File: config.mk
export PLATFORM = sky130hd
export DESIGN_NAME = prpd_port_core
export DESIGN_NICKNAME = d
export VERILOG_FILES = /design/src/include/prpd_pkg.sv /design/src/core/prpd_port_core.sv
export SDC_FILE = /design/constraint.sdc
export NUM_CORES = 1
export LEC_CHECK = 0
export BUFFER_PORTS_ARGS = -buffer_cell sky130_fd_sc_hd__buf_2
export CAP_MARGIN = 20
export CORE_AREA = 2 2 132 159
export DETAILED_ROUTE_END_ITERATION = 6
export DIE_AREA = 0 0 134 161
export MAX_ROUTING_LAYER = met4
export PLACE_DENSITY = 0.69
export SYNTH_ARGS = -nofsm -noshare
export SYNTH_HDL_FRONTEND = slang
export SYNTH_SLANG_ARGS = --single-unit
File: constraint.sdc
create_clock -name mclk_i -period 3.8 [get_ports mclk_i]
set_input_delay 0.76 -clock mclk_i [delete_from_list [all_inputs] [get_ports mclk_i]]
set_output_delay 0.76 -clock mclk_i [all_outputs]
set_load 0.05 [all_outputs]
File: src/include/prpd_pkg.sv
// Constants shared by the port register and port D override logic.
package prpd_pkg;

	// --------------------------------------------------
	// Bus and port geometry
	// --------------------------------------------------
	localparam int ADDR_W = 8;
	localparam int DATA_W = 8;
	localparam int NUM_PORTS = 3;

	// --------------------------------------------------
	// Register offsets (I/O space), index 0..2 = port A..C
	// --------------------------------------------------
	localparam logic [ADDR_W-1:0] PIN_INPUT_OFS [NUM_PORTS] = '{8'h00, 8'h03, 8'h06};
	localparam logic [ADDR_W-1:0] DIRECTION_OFS [NUM_PORTS] = '{8'h01, 8'h04, 8'h07};
	localparam logic [ADDR_W-1:0] OUTPUT_LATCH_OFS [NUM_PORTS] = '{8'h02, 8'h05, 8'h08};
	localparam logic [ADDR_W-1:0] SYSTEM_CONTROL_OFS = 8'h35;

	// --------------------------------------------------
	// Reset values and field layout
	// --------------------------------------------------
	localparam logic [DATA_W-1:0] DIRECTION_RST = 8'h00;
	localparam logic [DATA_W-1:0] OUTPUT_LATCH_RST = 8'h00;
	localparam logic [DATA_W-1:0] SYSTEM_CONTROL_RST = 8'h00;
	localparam logic [DATA_W-1:0] SYSTEM_CONTROL_WR_MASK = 8'hF3;
	localparam int GLOBAL_PULLUP_OFF_BIT = 4;

	// --------------------------------------------------
	// Port D bit positions
	// --------------------------------------------------
	localparam int PD_UART_A_RX = 0;
	localparam int PD_UART_A_TX = 1;
	localparam int PD_UART_B_RX = 2;
	localparam int PD_UART_B_TX = 3;
	localparam int PD_TIMER1_CAPTURE = 6;
	localparam int PD_COMPARE_LSB = 4;

	// --------------------------------------------------
	// Timing
	// --------------------------------------------------
	localparam int SPIKE_SAMPLES = 3;

endpackage

File: src/core/prpd_port_core.sv
// Port A-C registers, global pull-up disable and port D override logic.
// Function
// USART A receiver on forces port D bit 0 to input.
// Forced-input bit 0 pull-up follows its latch bit and global pull-up disable.
// Port D bit 0 drives pin-change source 24.
// Bits 7..4 take compare output value when enabled; pull-up and direction untouched.
// Input-enable override asserts with value 1 when mask bit and group 3 set.
// Bits 3/1 transmitter forces output, no pull-up; bit 2 receiver forces input.
// Two-wire enable inserts spike filters on bit 0/1 inputs and slew control.
// Global pull-up disable kills every pull-up, even direction 0 latch 1.
// System control at 0x35, resets zero, bits 3 and 2 read-only.
// Port A latch at 0x02, read/write, resets zero.
// Port A direction at 0x01, read/write, resets zero, pins start inputs.
// Port A pin input at 0x00 reflects pin levels.
// Port B pin, direction, latch at 0x03, 0x04, 0x05.
// Port C pin, direction, latch at 0x06, 0x07, 0x08.
// USART A transmitter on forces port D bit 1 to output.
// Compare waveform reaches pin only when its direction bit is output.
// Pin input reads pass a two-flop synchroniser.
// Bit 0 overrides keyed to USART A receiver enable.
`timescale 1ns/1ps

module prpd_port_core
	import prpd_pkg::*;
#(
	parameter int SPIKE_LEN = SPIKE_SAMPLES
) (
	// Clock and reset
	input wire logic mclk_i,
	input wire logic rst_i,
	// Register port
	input wire logic [ADDR_W-1:0] addr_i,
	input wire logic [DATA_W-1:0] wdata_i,
	input wire logic wr_i,
	input wire logic rd_i,
	output logic [DATA_W-1:0] rdata_o,
	// Ports A..C pins
	input wire logic [DATA_W-1:0] port_a_pin_i,
	input wire logic [DATA_W-1:0] port_b_pin_i,
	input wire logic [DATA_W-1:0] port_c_pin_i,
	output logic [DATA_W-1:0] port_a_out_o,
	output logic [DATA_W-1:0] port_b_out_o,
	output logic [DATA_W-1:0] port_c_out_o,
	output logic [DATA_W-1:0] port_a_oe_n_o,
	output logic [DATA_W-1:0] port_b_oe_n_o,
	output logic [DATA_W-1:0] port_c_oe_n_o,
	output logic [DATA_W-1:0] port_a_pullup_o,
	output logic [DATA_W-1:0] port_b_pullup_o,
	output logic [DATA_W-1:0] port_c_pullup_o,
	output logic global_pullup_off_o,
	output logic [DATA_W-1:0] system_control_o,
	// Port D register state and pin
	input wire logic [DATA_W-1:0] portd_latch_i,
	input wire logic [DATA_W-1:0] portd_direction_i,
	input wire logic [DATA_W-1:0] portd_pin_i,
	output logic [DATA_W-1:0] portd_out_o,
	output logic [DATA_W-1:0] portd_oe_n_o,
	output logic [DATA_W-1:0] portd_pullup_o,
	// Peripheral overrides for port D
	input wire logic uart_a_receiver_on_i,
	input wire logic uart_a_transmitter_on_i,
	input wire logic uart_b_receiver_on_i,
	input wire logic uart_b_transmitter_on_i,
	input wire logic uart_a_tx_data_i,
	input wire logic uart_b_tx_data_i,
	input wire logic [3:0] compare_enable_i,
	input wire logic [3:0] compare_value_i,
	input wire logic [DATA_W-1:0] pin_change_mask_i,
	input wire logic pin_change_group3_on_i,
	input wire logic twi_enable_i,
	// Port D input paths
	output logic [DATA_W-1:0] pin_change_source_o,
	output logic [DATA_W-1:0] input_enable_override_enable_o,
	output logic [DATA_W-1:0] input_enable_override_value_o,
	output logic uart_a_receive_pin_o,
	output logic uart_b_receive_pin_o,
	output logic external_irq_zero_o,
	output logic external_irq_one_o,
	output logic timer1_capture_input_o,
	output logic [1:0] twi_pin_filtered_o,
	output logic [1:0] slew_rate_control_o
);

	// --------------------------------------------------
	// Register file state
	// --------------------------------------------------
	logic [DATA_W-1:0] latch [NUM_PORTS];
	logic [DATA_W-1:0] direction [NUM_PORTS];
	logic [DATA_W-1:0] sync1 [NUM_PORTS];
	logic [DATA_W-1:0] sync2 [NUM_PORTS];
	logic [DATA_W-1:0] pins_raw [NUM_PORTS];
	logic [DATA_W-1:0] system_control;
	logic [DATA_W-1:0] portd_sync1;
	logic [DATA_W-1:0] portd_sync2;
	logic global_off;
	assign pins_raw[0] = port_a_pin_i;
	assign pins_raw[1] = port_b_pin_i;
	assign pins_raw[2] = port_c_pin_i;
	assign global_off = system_control[GLOBAL_PULLUP_OFF_BIT];

	// Pull-up on only for an input with latch high and no global disable
	function automatic logic [DATA_W-1:0] pullup_of(input logic [DATA_W-1:0] dir, input logic [DATA_W-1:0] lat,
			input logic off);
		pullup_of = ~dir & lat & {DATA_W{~off}};
	endfunction

	// --------------------------------------------------
	// Latch and direction registers for ports A..C
	// --------------------------------------------------
	// A write of ones to the pin input register toggles the latch bits
	always_ff @(posedge mclk_i) begin
		for (int p = 0; p < NUM_PORTS; p++) begin
			if (rst_i) begin
				latch[p] <= OUTPUT_LATCH_RST;
				direction[p] <= DIRECTION_RST;
			end else if (wr_i) begin
				if (addr_i == OUTPUT_LATCH_OFS[p]) begin
					latch[p] <= wdata_i;
				end else if (addr_i == PIN_INPUT_OFS[p]) begin
					latch[p] <= latch[p] ^ wdata_i;
				end
				if (addr_i == DIRECTION_OFS[p]) begin
					direction[p] <= wdata_i;
				end
			end
		end
	end

	// System control register, bits 3:2 always read zero
	always_ff @(posedge mclk_i) begin
		if (rst_i) begin
			system_control <= SYSTEM_CONTROL_RST;
		end else if (wr_i && addr_i == SYSTEM_CONTROL_OFS) begin
			system_control <= wdata_i & SYSTEM_CONTROL_WR_MASK;
		end
	end

	// --------------------------------------------------
	// Pin synchronisers
	// --------------------------------------------------
	// Pins are asynchronous; only the second stage is ever read
	always_ff @(posedge mclk_i) begin
		for (int p = 0; p < NUM_PORTS; p++) begin
			if (rst_i) begin
				sync1[p] <= '0;
				sync2[p] <= '0;
			end else begin
				sync1[p] <= pins_raw[p];
				sync2[p] <= sync1[p];
			end
		end
	end

	// Port D pins take the same two-flop path
	always_ff @(posedge mclk_i) begin
		if (rst_i) begin
			portd_sync1 <= '0;
			portd_sync2 <= '0;
		end else begin
			portd_sync1 <= portd_pin_i;
			portd_sync2 <= portd_sync1;
		end
	end

	// --------------------------------------------------
	// Read port
	// --------------------------------------------------
	// Data stand only in the cycle after the strobe; unmapped reads give zero
	always_ff @(posedge mclk_i) begin
		if (rst_i || !rd_i) begin
			rdata_o <= '0;
		end else begin
			rdata_o <= '0;
			for (int p = 0; p < NUM_PORTS; p++) begin
				if (addr_i == PIN_INPUT_OFS[p]) begin
					rdata_o <= sync2[p];
				end
				if (addr_i == DIRECTION_OFS[p]) begin
					rdata_o <= direction[p];
				end
				if (addr_i == OUTPUT_LATCH_OFS[p]) begin
					rdata_o <= latch[p];
				end
			end
			if (addr_i == SYSTEM_CONTROL_OFS) begin
				rdata_o <= system_control;
			end
		end
	end

	// --------------------------------------------------
	// Ports A..C pin drive
	// --------------------------------------------------
	// Registered so the pad sees glitch-free levels
	always_ff @(posedge mclk_i) begin
		if (rst_i) begin
			port_a_out_o <= '0;
			port_b_out_o <= '0;
			port_c_out_o <= '0;
			port_a_oe_n_o <= '1;
			port_b_oe_n_o <= '1;
			port_c_oe_n_o <= '1;
			port_a_pullup_o <= '0;
			port_b_pullup_o <= '0;
			port_c_pullup_o <= '0;
			global_pullup_off_o <= 1'b0;
			system_control_o <= '0;
		end else begin
			port_a_out_o <= latch[0];
			port_b_out_o <= latch[1];
			port_c_out_o <= latch[2];
			port_a_oe_n_o <= ~direction[0];
			port_b_oe_n_o <= ~direction[1];
			port_c_oe_n_o <= ~direction[2];
			port_a_pullup_o <= pullup_of(direction[0], latch[0], global_off);
			port_b_pullup_o <= pullup_of(direction[1], latch[1], global_off);
			port_c_pullup_o <= pullup_of(direction[2], latch[2], global_off);
			global_pullup_off_o <= global_off;
			system_control_o <= system_control;
		end
	end

	// --------------------------------------------------
	// Port D overrides
	// --------------------------------------------------
	logic [DATA_W-1:0] next_pd_out;
	logic [DATA_W-1:0] next_pd_dir;
	logic [DATA_W-1:0] next_pd_pull;

	// Start from the generic pin, then let each peripheral take over
	always_comb begin
		next_pd_out = portd_latch_i;
		next_pd_dir = portd_direction_i;
		next_pd_pull = pullup_of(portd_direction_i, portd_latch_i, global_off);
		if (uart_a_receiver_on_i) begin
			next_pd_dir[PD_UART_A_RX] = 1'b0;
			next_pd_pull[PD_UART_A_RX] = portd_latch_i[PD_UART_A_RX] & ~global_off;
		end
		if (uart_a_transmitter_on_i) begin
			next_pd_dir[PD_UART_A_TX] = 1'b1;
			next_pd_pull[PD_UART_A_TX] = 1'b0;
			next_pd_out[PD_UART_A_TX] = uart_a_tx_data_i;
		end
		if (uart_b_receiver_on_i) begin
			next_pd_dir[PD_UART_B_RX] = 1'b0;
			next_pd_pull[PD_UART_B_RX] = portd_latch_i[PD_UART_B_RX] & ~global_off;
		end
		if (uart_b_transmitter_on_i) begin
			next_pd_dir[PD_UART_B_TX] = 1'b1;
			next_pd_pull[PD_UART_B_TX] = 1'b0;
			next_pd_out[PD_UART_B_TX] = uart_b_tx_data_i;
		end
		// Compare outputs replace only the value; direction still gates them
		for (int i = 0; i < 4; i++) begin
			if (compare_enable_i[i]) begin
				next_pd_out[PD_COMPARE_LSB + i] = compare_value_i[i];
			end
		end
	end

	// Port D pad drive
	always_ff @(posedge mclk_i) begin
		if (rst_i) begin
			portd_out_o <= '0;
			portd_oe_n_o <= '1;
			portd_pullup_o <= '0;
		end else begin
			portd_out_o <= next_pd_out;
			portd_oe_n_o <= ~next_pd_dir;
			portd_pullup_o <= next_pd_pull;
		end
	end

	// Input-enable override and input fan-out
	always_ff @(posedge mclk_i) begin
		if (rst_i) begin
			input_enable_override_enable_o <= '0;
			input_enable_override_value_o <= '0;
			pin_change_source_o <= '0;
			uart_a_receive_pin_o <= 1'b0;
			uart_b_receive_pin_o <= 1'b0;
			external_irq_zero_o <= 1'b0;
			external_irq_one_o <= 1'b0;
			timer1_capture_input_o <= 1'b0;
			slew_rate_control_o <= '0;
		end else begin
			input_enable_override_enable_o <= pin_change_mask_i & {DATA_W{pin_change_group3_on_i}};
			input_enable_override_value_o <= pin_change_mask_i & {DATA_W{pin_change_group3_on_i}};
			pin_change_source_o <= portd_sync2;
			uart_a_receive_pin_o <= portd_sync2[PD_UART_A_RX];
			uart_b_receive_pin_o <= portd_sync2[PD_UART_B_RX];
			external_irq_zero_o <= portd_sync2[PD_UART_B_RX];
			external_irq_one_o <= portd_sync2[PD_UART_B_TX];
			timer1_capture_input_o <= portd_sync2[PD_TIMER1_CAPTURE];
			slew_rate_control_o <= {2{twi_enable_i}};
		end
	end

	// --------------------------------------------------
	// Two-wire spike filter on bits 0 and 1
	// --------------------------------------------------
	// A level must hold SPIKE_LEN samples to pass; costs SPIKE_LEN+1 cycles of latency after the synchroniser
	logic [SPIKE_LEN-1:0] spike_hist [2];

	always_ff @(posedge mclk_i) begin
		for (int b = 0; b < 2; b++) begin
			if (rst_i) begin
				spike_hist[b] <= '0;
				twi_pin_filtered_o[b] <= 1'b0;
			end else begin
				spike_hist[b] <= {spike_hist[b][SPIKE_LEN-2:0], portd_sync2[b]};
				if (!twi_enable_i) begin
					twi_pin_filtered_o[b] <= portd_sync2[b];
				end else if (&spike_hist[b]) begin
					twi_pin_filtered_o[b] <= 1'b1;
				end else if (~|spike_hist[b]) begin
					twi_pin_filtered_o[b] <= 1'b0;
				end
			end
		end
	end

	// --------------------------------------------------
	// Assertions
	// --------------------------------------------------
	logic [1:0] warm;

	// Cycles since reset release, so pipelines hold real pin history
	always_ff @(posedge mclk_i) begin
		if (rst_i) begin
			warm <= '0;
		end else if (warm != 2'h3) begin
			warm <= warm + 2'h1;
		end
	end
endmodule

==> impl_summary.log, run 1 <==
[metrics] outcome: complete, no violations
[metrics] Hold Path Class: in -> reg
[metrics] crit path max-delay cell type: sky130_fd_sc_hd__buf_2
[metrics] H-tree depth: 1
[metrics] total chip power: 5.71 mW
[metrics] fraction of final layout cells with drive strength greater than 1: 29.1%
[metrics] clock tree root buffer cell: sky130_fd_sc_hd__clkbuf_16
[metrics] row cnt: 57
[metrics] commonest non-fill, non-tap cells in the layout: sky130_fd_sc_hd__buf_2 (234), sky130_fd_sc_hd__dfxtp_1 (203), sky130_fd_sc_hd__nor2b_1 (119)
[metrics] area share of the leading cell type in the synthesized netlist: 45.8%
[metrics] setup bufs post-CTS: 0
[metrics] clock network power share: 39.8%
[metrics] number of sinks driven by the clock tree: 251
[metrics] P_sw: 1.39 mW
[metrics] DRT Wirelength: 21800 um
[metrics] cell breakdown of the critical path: buf_2 > nor2b_1 > and4_1 > nor2_1 > o221ai_1 > o21ai_0
[metrics] half-perimeter wire length after placement: 15400 um
[metrics] Die X: 134 um
[metrics] Pleak: 4.58 nW
[metrics] number of enable flip-flop cells after synthesis: 48
[metrics] vias per cell: 5.00
[metrics] number of cells on the worst reg-to-reg path: 5
[metrics] tightest slew margin relative to the limit: 45.4%
[metrics] accumulated negative setup slack: 0 ps
[metrics] worst-case clock skew: 9.39 ps
[metrics] post-cts resize count: 0
[metrics] antenna-violating nets left: 0
[metrics] post-layout worst setup margin: 1400 ps
[metrics] Worst-Skew Late Latency: 510 ps
[metrics] Floorplan Core Area: 0.0200 mm^2
[metrics] TritonCTS buffer count: 24
[metrics] I/O Buffers: 235
[metrics] uppermost metal layer occupied by signal nets: met4
[metrics] wire length of the first global-routing pass: 32900 um
[metrics] kind of end point of the critical path: flop
[metrics] number of detailed-routing iterations run before antenna repair: 5
[metrics] sequential share of the synthesized area: 62.1%
[metrics] Critical R2R Capture: rdata_o[3]$_SDFF_PP0_
[metrics] pre-CTS WS: 936 ps
[metrics] CP max FO: 43
[metrics] synth top area cells: sky130_fd_sc_hd__dfxtp_1 (46%), sky130_fd_sc_hd__edfxtp_1 (16%), sky130_fd_sc_hd__nor2b_1 (8.4%)
[metrics] Setup Crit Path Kind: in -> reg
[metrics] most area-hungry cell type in the Yosys netlist: sky130_fd_sc_hd__dfxtp_1
[metrics] routed length on met3: 1650 um
[metrics] final-stage net count: 1078
[metrics] worst endpoint required time: 4210 ps
[metrics] count of pins on the block boundary: 238
[metrics] setup-violating endpoint count in the final report: 0
[metrics] synthesis-to-finish area growth: 22.2%
[metrics] hold violation count in the final report: 0
[metrics] Post-Synthesis Cell Area: 0.00887 mm^2
[metrics] CP peak stage delay: 620 ps
[metrics] CTS hold repair buffers: 0
[metrics] design internal power: 4.32 mW
[metrics] yosys warns: 0
[metrics] total die area: 0.0216 mm^2
[metrics] clock slew at reported path FFs: 60 ps
[metrics] clk buf depth: 3
[metrics] slack of the worst reg-to-reg path: 2090 ps
[metrics] Final Hold Slack: 423 ps
[metrics] #FFs+latches synth: 251
[metrics] GRT Residual Overflow: 0
[metrics] Reg power frac: 50.5%
[metrics] TritonCTS clock tree: built
[metrics] height of the die: 161 um
[metrics] global-route total usage across every layer: 20.2%
[metrics] pwr dens: 527 mW/mm^2
[metrics] Data arrival, critical path: 2810 ps
[metrics] remaining routing DRC violations: 0
[metrics] Worst IR Drop VDD: 0.354 mV
[metrics] HP Start: portd_direction_i[7]
[metrics] M1 wire length: 8590 um
[metrics] Routed wire per std cell: 17.2 um
[metrics] fraction of registers with async set/reset: 0%
[metrics] total of max-cap violations: 0
[metrics] slew at the pin closest to its max-slew limit: 819 ps
[metrics] Initial Utilization: 44.2%
[metrics] total length of routed met2 wires: 11000 um
[metrics] Cell Count Post-Placement: 1225
[metrics] Initial DRC Count: 605
[metrics] RD Place Congestion: 0.910
[metrics] number of pins exceeding their max-slew limit in the final report: 0
[metrics] r2r startpoint: latch[0][3]$_DFFE_PP_
[metrics] top flip-flop cell by instance count after synthesis: sky130_fd_sc_hd__dfxtp_1
[metrics] post-synthesis average cell area: 11.3 um^2
[metrics] setup repair after global routing missed its margin: no
[metrics] critical path launch point type: input port
[metrics] initial antenna violation count: 2
[metrics] synthesized instance count: 786
[metrics] maximum number of pins on one net before global-route repair: 85
[metrics] via count of the first global-routing pass: 6090
[metrics] combinational cell fraction of total power: 9.7%
[metrics] Worst Hold Endpoint: portd_pullup_o[7]$_SDFF_PP0_
[metrics] vias: 6350
[metrics] ratio of final minimum period to clock period: 63.2%
[metrics] Synth cell types: 56
[metrics] sw frac: 24.4%
[metrics] Finished Layout Cells: 1270
[metrics] f_max: 416 MHz
[metrics] most common cell after layout, fill and taps aside: sky130_fd_sc_hd__buf_2
[metrics] hold path cells: 2
[metrics] clock period minus final worst setup slack: 2400 ps
[metal layers]
layer	GRT usage, %	vias up
met3	3.70	48
met4	6.43	0
met5	-	-
met2	34.9	284
met1	24.0	2955
li1	-	3063
[synthesized netlist by cell type, types with 8 or more instances]
library cell               number
sky130_fd_sc_hd__dfxtp_1      203
sky130_fd_sc_hd__nand2b_1      33
sky130_fd_sc_hd__o211a_1       12
sky130_fd_sc_hd__nand3_1       14
sky130_fd_sc_hd__mux2_2         9
sky130_fd_sc_hd__nand2_1       17
sky130_fd_sc_hd__nor2_1        29
sky130_fd_sc_hd__o21ai_0       22
sky130_fd_sc_hd__nor2b_1      119
sky130_fd_sc_hd__and2_1        33
sky130_fd_sc_hd__edfxtp_1      48
sky130_fd_sc_hd__buf_4         19
sky130_fd_sc_hd__nor3b_1       29
sky130_fd_sc_hd__buf_2          8
sky130_fd_sc_hd__nor3_1        20
sky130_fd_sc_hd__a21oi_1       36
sky130_fd_sc_hd__clkbuf_1      37
sky130_fd_sc_hd__mux2i_1        9
[area by class of cell]
type                            instances  area (um^2)
Antenna cell                            2         5.00
Clock buffer                           36          698
Clock inverter                          7         56.3
Fill cell                            1776         9200
Inverter                                7         26.3
Multi-Input combinational cell        464         3010
Sequential cell                       251         5510
Tap cell                              265          332
Timing Repair Buffer                  238         1200
[worst max path at each step]
stage,start,endpoint,cells past startpoint
after floorplan,addr_i[7],latch[2][0]$_SDFFCE_PN0P_,5
after global placement,addr_i[1],rdata_o[0]$_SDFF_PP0_,6
after detailed placement,addr_i[1],latch[2][5]$_SDFFCE_PN0P_,5
after CTS,addr_i[1],rdata_o[4]$_SDFF_PP0_,6
after global routing,addr_i[4],latch[2][5]$_SDFFCE_PN0P_,5
final,addr_i[1],rdata_o[4]$_SDFF_PP0_,6
[critical path, delay by kind of cell]
family | cells | cell delay [ps]
AND/OR/NAND/NOR | 3 | 980
AO/OA/AOI/OAI | 2 | 420
buffers and inverters | 1 | 620
[flip-flops by register name, indices dropped and copies added (netlist names), 24 cells and up]
register and cells:
direction 24, sync2 24, latch 24, sync1 24
[logic make-up after synthesis]
| logic type | count (synthesis) | synth area share [%] |
|---|---|---|
| multiplexers | 20 | 2.67 |
| AO/OA/AOI/OAI | 108 | 8.03 |
| AND/OR/NAND/NOR | 327 | 22.5 |
| flip-flops | 251 | 62.1 |
| XOR/XNOR | 7 | 0.691 |
| buffers and inverters | 72 | 3.97 |
| other | 1 | 0.0423 |
[power by group through the flow]
stage | Sequential, mW | Clock, mW | Combinational [mW]
floorplan | 3.11 | 0 | 0.211
global placement | 2.94 | 0 | 0.554
detailed placement | 2.95 | 0 | 0.557
CTS | 2.89 | 2.33 | 0.558
global route | 2.90 | 2.44 | 0.590
finish | 2.89 | 2.27 | 0.556
[stage by stage]
stage	instance area, um^2	util [%]
detailed placement	10100	50.3
global placement	10100	50.3
CTS	10800	54.1
finish	10800	54.1
global route	10800	54.1
floorplan	8870	-
(Power assumes the default switching activity.)
==> run 2, diff against run 1 <==
==> constraint.sdc (replaced) <==
create_clock -name mclk_i -period 2.4 [get_ports mclk_i]
set_input_delay 0.48 -clock mclk_i [delete_from_list [all_inputs] [get_ports mclk_i]]
set_output_delay 0.48 -clock mclk_i [all_outputs]
set_load 0.05 [all_outputs]
==> impl_summary.log, run 2 (synthesis gave the netlist of run 1 again) <==
[metrics] area post-placement: 0.0103 mm^2 (+1.7%)
[metrics] f_max: 566 MHz
[metrics] count of pins on the block boundary: 238 (unchanged)
[metrics] Initial Utilization: 44.2% (unchanged)
[metrics] setup bufs post-CTS: 0 (unchanged)
[metrics] row cnt: 57 (unchanged)
[metrics] DRT Wirelength: 22100 um (+1.4%)
[metrics] CP max FO: 10 (-77%)
[metrics] final-stage net count: 1101 (+2.1%)
[metrics] CTS hold repair buffers: 0 (unchanged)
[metrics] via count of the first global-routing pass: 6146 (+0.92%)
[metrics] Floorplan Core Area: 0.0200 mm^2 (unchanged)
[metrics] final core area utilization: 55.0% (+0.94 points)
[metrics] pwr dens: 826 mW/mm^2 (+57%)
[metrics] clock tree root buffer cell: sky130_fd_sc_hd__clkbuf_16
[metrics] Critical R2R Capture: rdata_o[3]$_SDFF_PP0_
[metrics] worst endpoint required time: 2730 ps (-1480 ps)
[metrics] initial antenna violation count: 0 (-2)
[metrics] pre-CTS WS: 162 ps (-774 ps)
[metrics] total of max-cap violations: 0 (unchanged)
[metrics] most common cell after layout, fill and taps aside: sky130_fd_sc_hd__buf_2
[metrics] Worst-Skew Late Latency: 520 ps (about the same)
[metrics] GRT Residual Overflow: 0 (unchanged)
[metrics] clock slew at reported path FFs: 60 ps (about the same)
[metrics] number of pins exceeding their max-slew limit in the final report: 0 (unchanged)
[metrics] hold path cells: 2 (unchanged)
[metrics] Hold Path Class: in -> reg
[metrics] Routed wire per std cell: 17.1 um (-0.34%)
[metrics] number of cells on the worst reg-to-reg path: 5 (unchanged)
[metrics] r2r startpoint: latch[0][3]$_DFFE_PP_
[metrics] hold violation count in the final report: 0 (unchanged)
[metrics] Worst Hold Endpoint: portd_pullup_o[7]$_SDFF_PP0_
[metrics] total chip power: 9.11 mW (+59%)
[metrics] HP Start: portd_direction_i[7]
[metrics] half-perimeter wire length after placement: 15800 um (+3.1%)
[metrics] maximum number of pins on one net before global-route repair: 92 (+8.2%)
[metrics] Initial DRC Count: 456 (-25%)
[metrics] setup repair after global routing missed its margin: no
[metrics] critical path launch point type: input port
[metrics] Cell Count Post-Placement: 1248 (+1.9%)
[metrics] number of detailed-routing iterations run before antenna repair: 5 (unchanged)
[metrics] wire length of the first global-routing pass: 33700 um (+2.5%)
[metrics] tightest slew margin relative to the limit: 44.8% (-0.58 points)
[metrics] post-cts resize count: 0 (unchanged)
[metrics] Pleak: 4.71 nW (+2.8%)
[metrics] TritonCTS buffer count: 24 (unchanged)
[metrics] area of all placed cells without fillers: 0.0110 mm^2 (+1.7%)
[metrics] slew at the pin closest to its max-slew limit: 828 ps (+8.69 ps)
[metrics] H-tree depth: 1 (unchanged)
[metrics] accumulated negative setup slack: 0 ps (unchanged)
[metrics] Worst IR Drop VDD: 0.608 mV (+71%)
[metrics] remaining routing DRC violations: 0 (unchanged)
[metrics] ratio of final minimum period to clock period: 73.7%
[metrics] vias: 6359 (+0.14%)
[metrics] fraction of final layout cells with drive strength greater than 1: 31.1% (+1.9 points)
[metrics] CP peak stage delay: 440 ps (-180 ps)
[metrics] global-route total usage across every layer: 20.7% (+0.44 points)
[metrics] RD Place Congestion: 0.950 (+4.4%)
[metrics] number of sinks driven by the clock tree: 251 (unchanged)
[metrics] Crit path max-delay family: simple AND/OR/NAND/NOR gates
[metrics] total die area: 0.0216 mm^2 (unchanged)
[metrics] TritonCTS clock tree: built
[metrics] outcome: complete, no violations
[metrics] worst-case clock skew: 15.6 ps (+6.17 ps)
[metrics] height of the die: 161 um (unchanged)
[metrics] Setup Crit Path Kind: in -> reg
[metrics] antenna-violating nets left: 0 (unchanged)
[metrics] kind of end point of the critical path: flop
[metrics] clk buf depth: 3 (unchanged)
[metrics] slack of the worst reg-to-reg path: 730 ps (-1360 ps)
[metrics] layout filler cell count: 1806 (+1.7%)
[metrics] commonest non-fill, non-tap cells in the layout: sky130_fd_sc_hd__buf_2 (234), sky130_fd_sc_hd__dfxtp_1 (203), sky130_fd_sc_hd__nor2b_1 (119)
[metrics] synthesis-to-finish area growth: 24.3%
[metrics] Die X: 134 um (unchanged)
[metrics] Finished Layout Cells: 1292 (+1.7%)
[metrics] post-layout worst setup margin: 632 ps (-766 ps)
[metrics] number of buffers and inverters on the critical path: 2 (+1)
[metrics] Final Hold Slack: 146 ps (-277 ps)
[metrics] # diodes: 0 (-2)
[metrics] clock period minus final worst setup slack: 1770 ps
[metrics] I/O Buffers: 235 (unchanged)
[metrics] vias per cell: 4.92 (-1.6%)
[metrics] Data arrival, critical path: 2100 ps (-710 ps)
[metrics] cell breakdown of the critical path: buf_2 > nor4b_4 > buf_4 > nand3_1 > o211a_1 > nor3_1
[metrics] crit path max-delay cell type: sky130_fd_sc_hd__nor4b_4
[metrics] setup-violating endpoint count in the final report: 0 (unchanged)
## run 2: cell types whose count changed in the layout (fill, tap and decap cells not counted)
cell | previous run | this run
sky130_fd_sc_hd__buf_4 | 4 | 27
sky130_fd_sc_hd__bufinv_16 | 1 | 0
sky130_fd_sc_hd__clkbuf_2 | 0 | 1
sky130_fd_sc_hd__clkbuf_8 | 1 | 5
sky130_fd_sc_hd__clkinv_1 | 3 | 0
sky130_fd_sc_hd__clkinv_2 | 3 | 2
sky130_fd_sc_hd__diode_2 | 2 | 0
sky130_fd_sc_hd__inv_4 | 0 | 1
## run 2: where the power goes
group          switching (mW)  internal [mW]  total, mW
sequential             0.0971           4.47       4.57
clock                    1.50           2.14       3.65
combinational           0.621          0.269      0.890
## run 2: worst max path at each step
stage	startpoint	end	slack [ps]	cells after the start
3_5_place_dp	addr_i[7]	latch[2][5]$_SDFFCE_PN0P_	160	6
3_3_place_gp	addr_i[4]	rdata_o[5]$_SDFF_PP0_	220	6
2_1_floorplan	addr_i[7]	latch[2][0]$_SDFFCE_PN0P_	430	5
5_1_grt	latch[0][3]$_DFFE_PP_	rdata_o[3]$_SDFF_PP0_	510	5
6_report	addr_i[7]	latch[2][5]$_SDFFCE_PN0P_	630	6
4_1_cts	latch[0][3]$_DFFE_PP_	rdata_o[3]$_SDFF_PP0_	690	5
## run 2: layer usage
metal,routed length (um),global-route usage [%]
met5,0,-
met1,8930,24.6
met2,11100,35.4
met4,658,7.50
met3,1460,3.42
## run 2: layout make-up
class / count / area [um^2] / area share, %
clock buffers: 41 / 758 / 6.88
clock inverters: 3 / 16.3 / 0.148
inverters: 7 / 26.3 / 0.238
multi-input cells: 464 / 3010 / 27.3
flip-flops and latches: 251 / 5510 / 49.9
well taps: 265 / 332 / 3.01
repair buffers: 261 / 1370 / 12.5
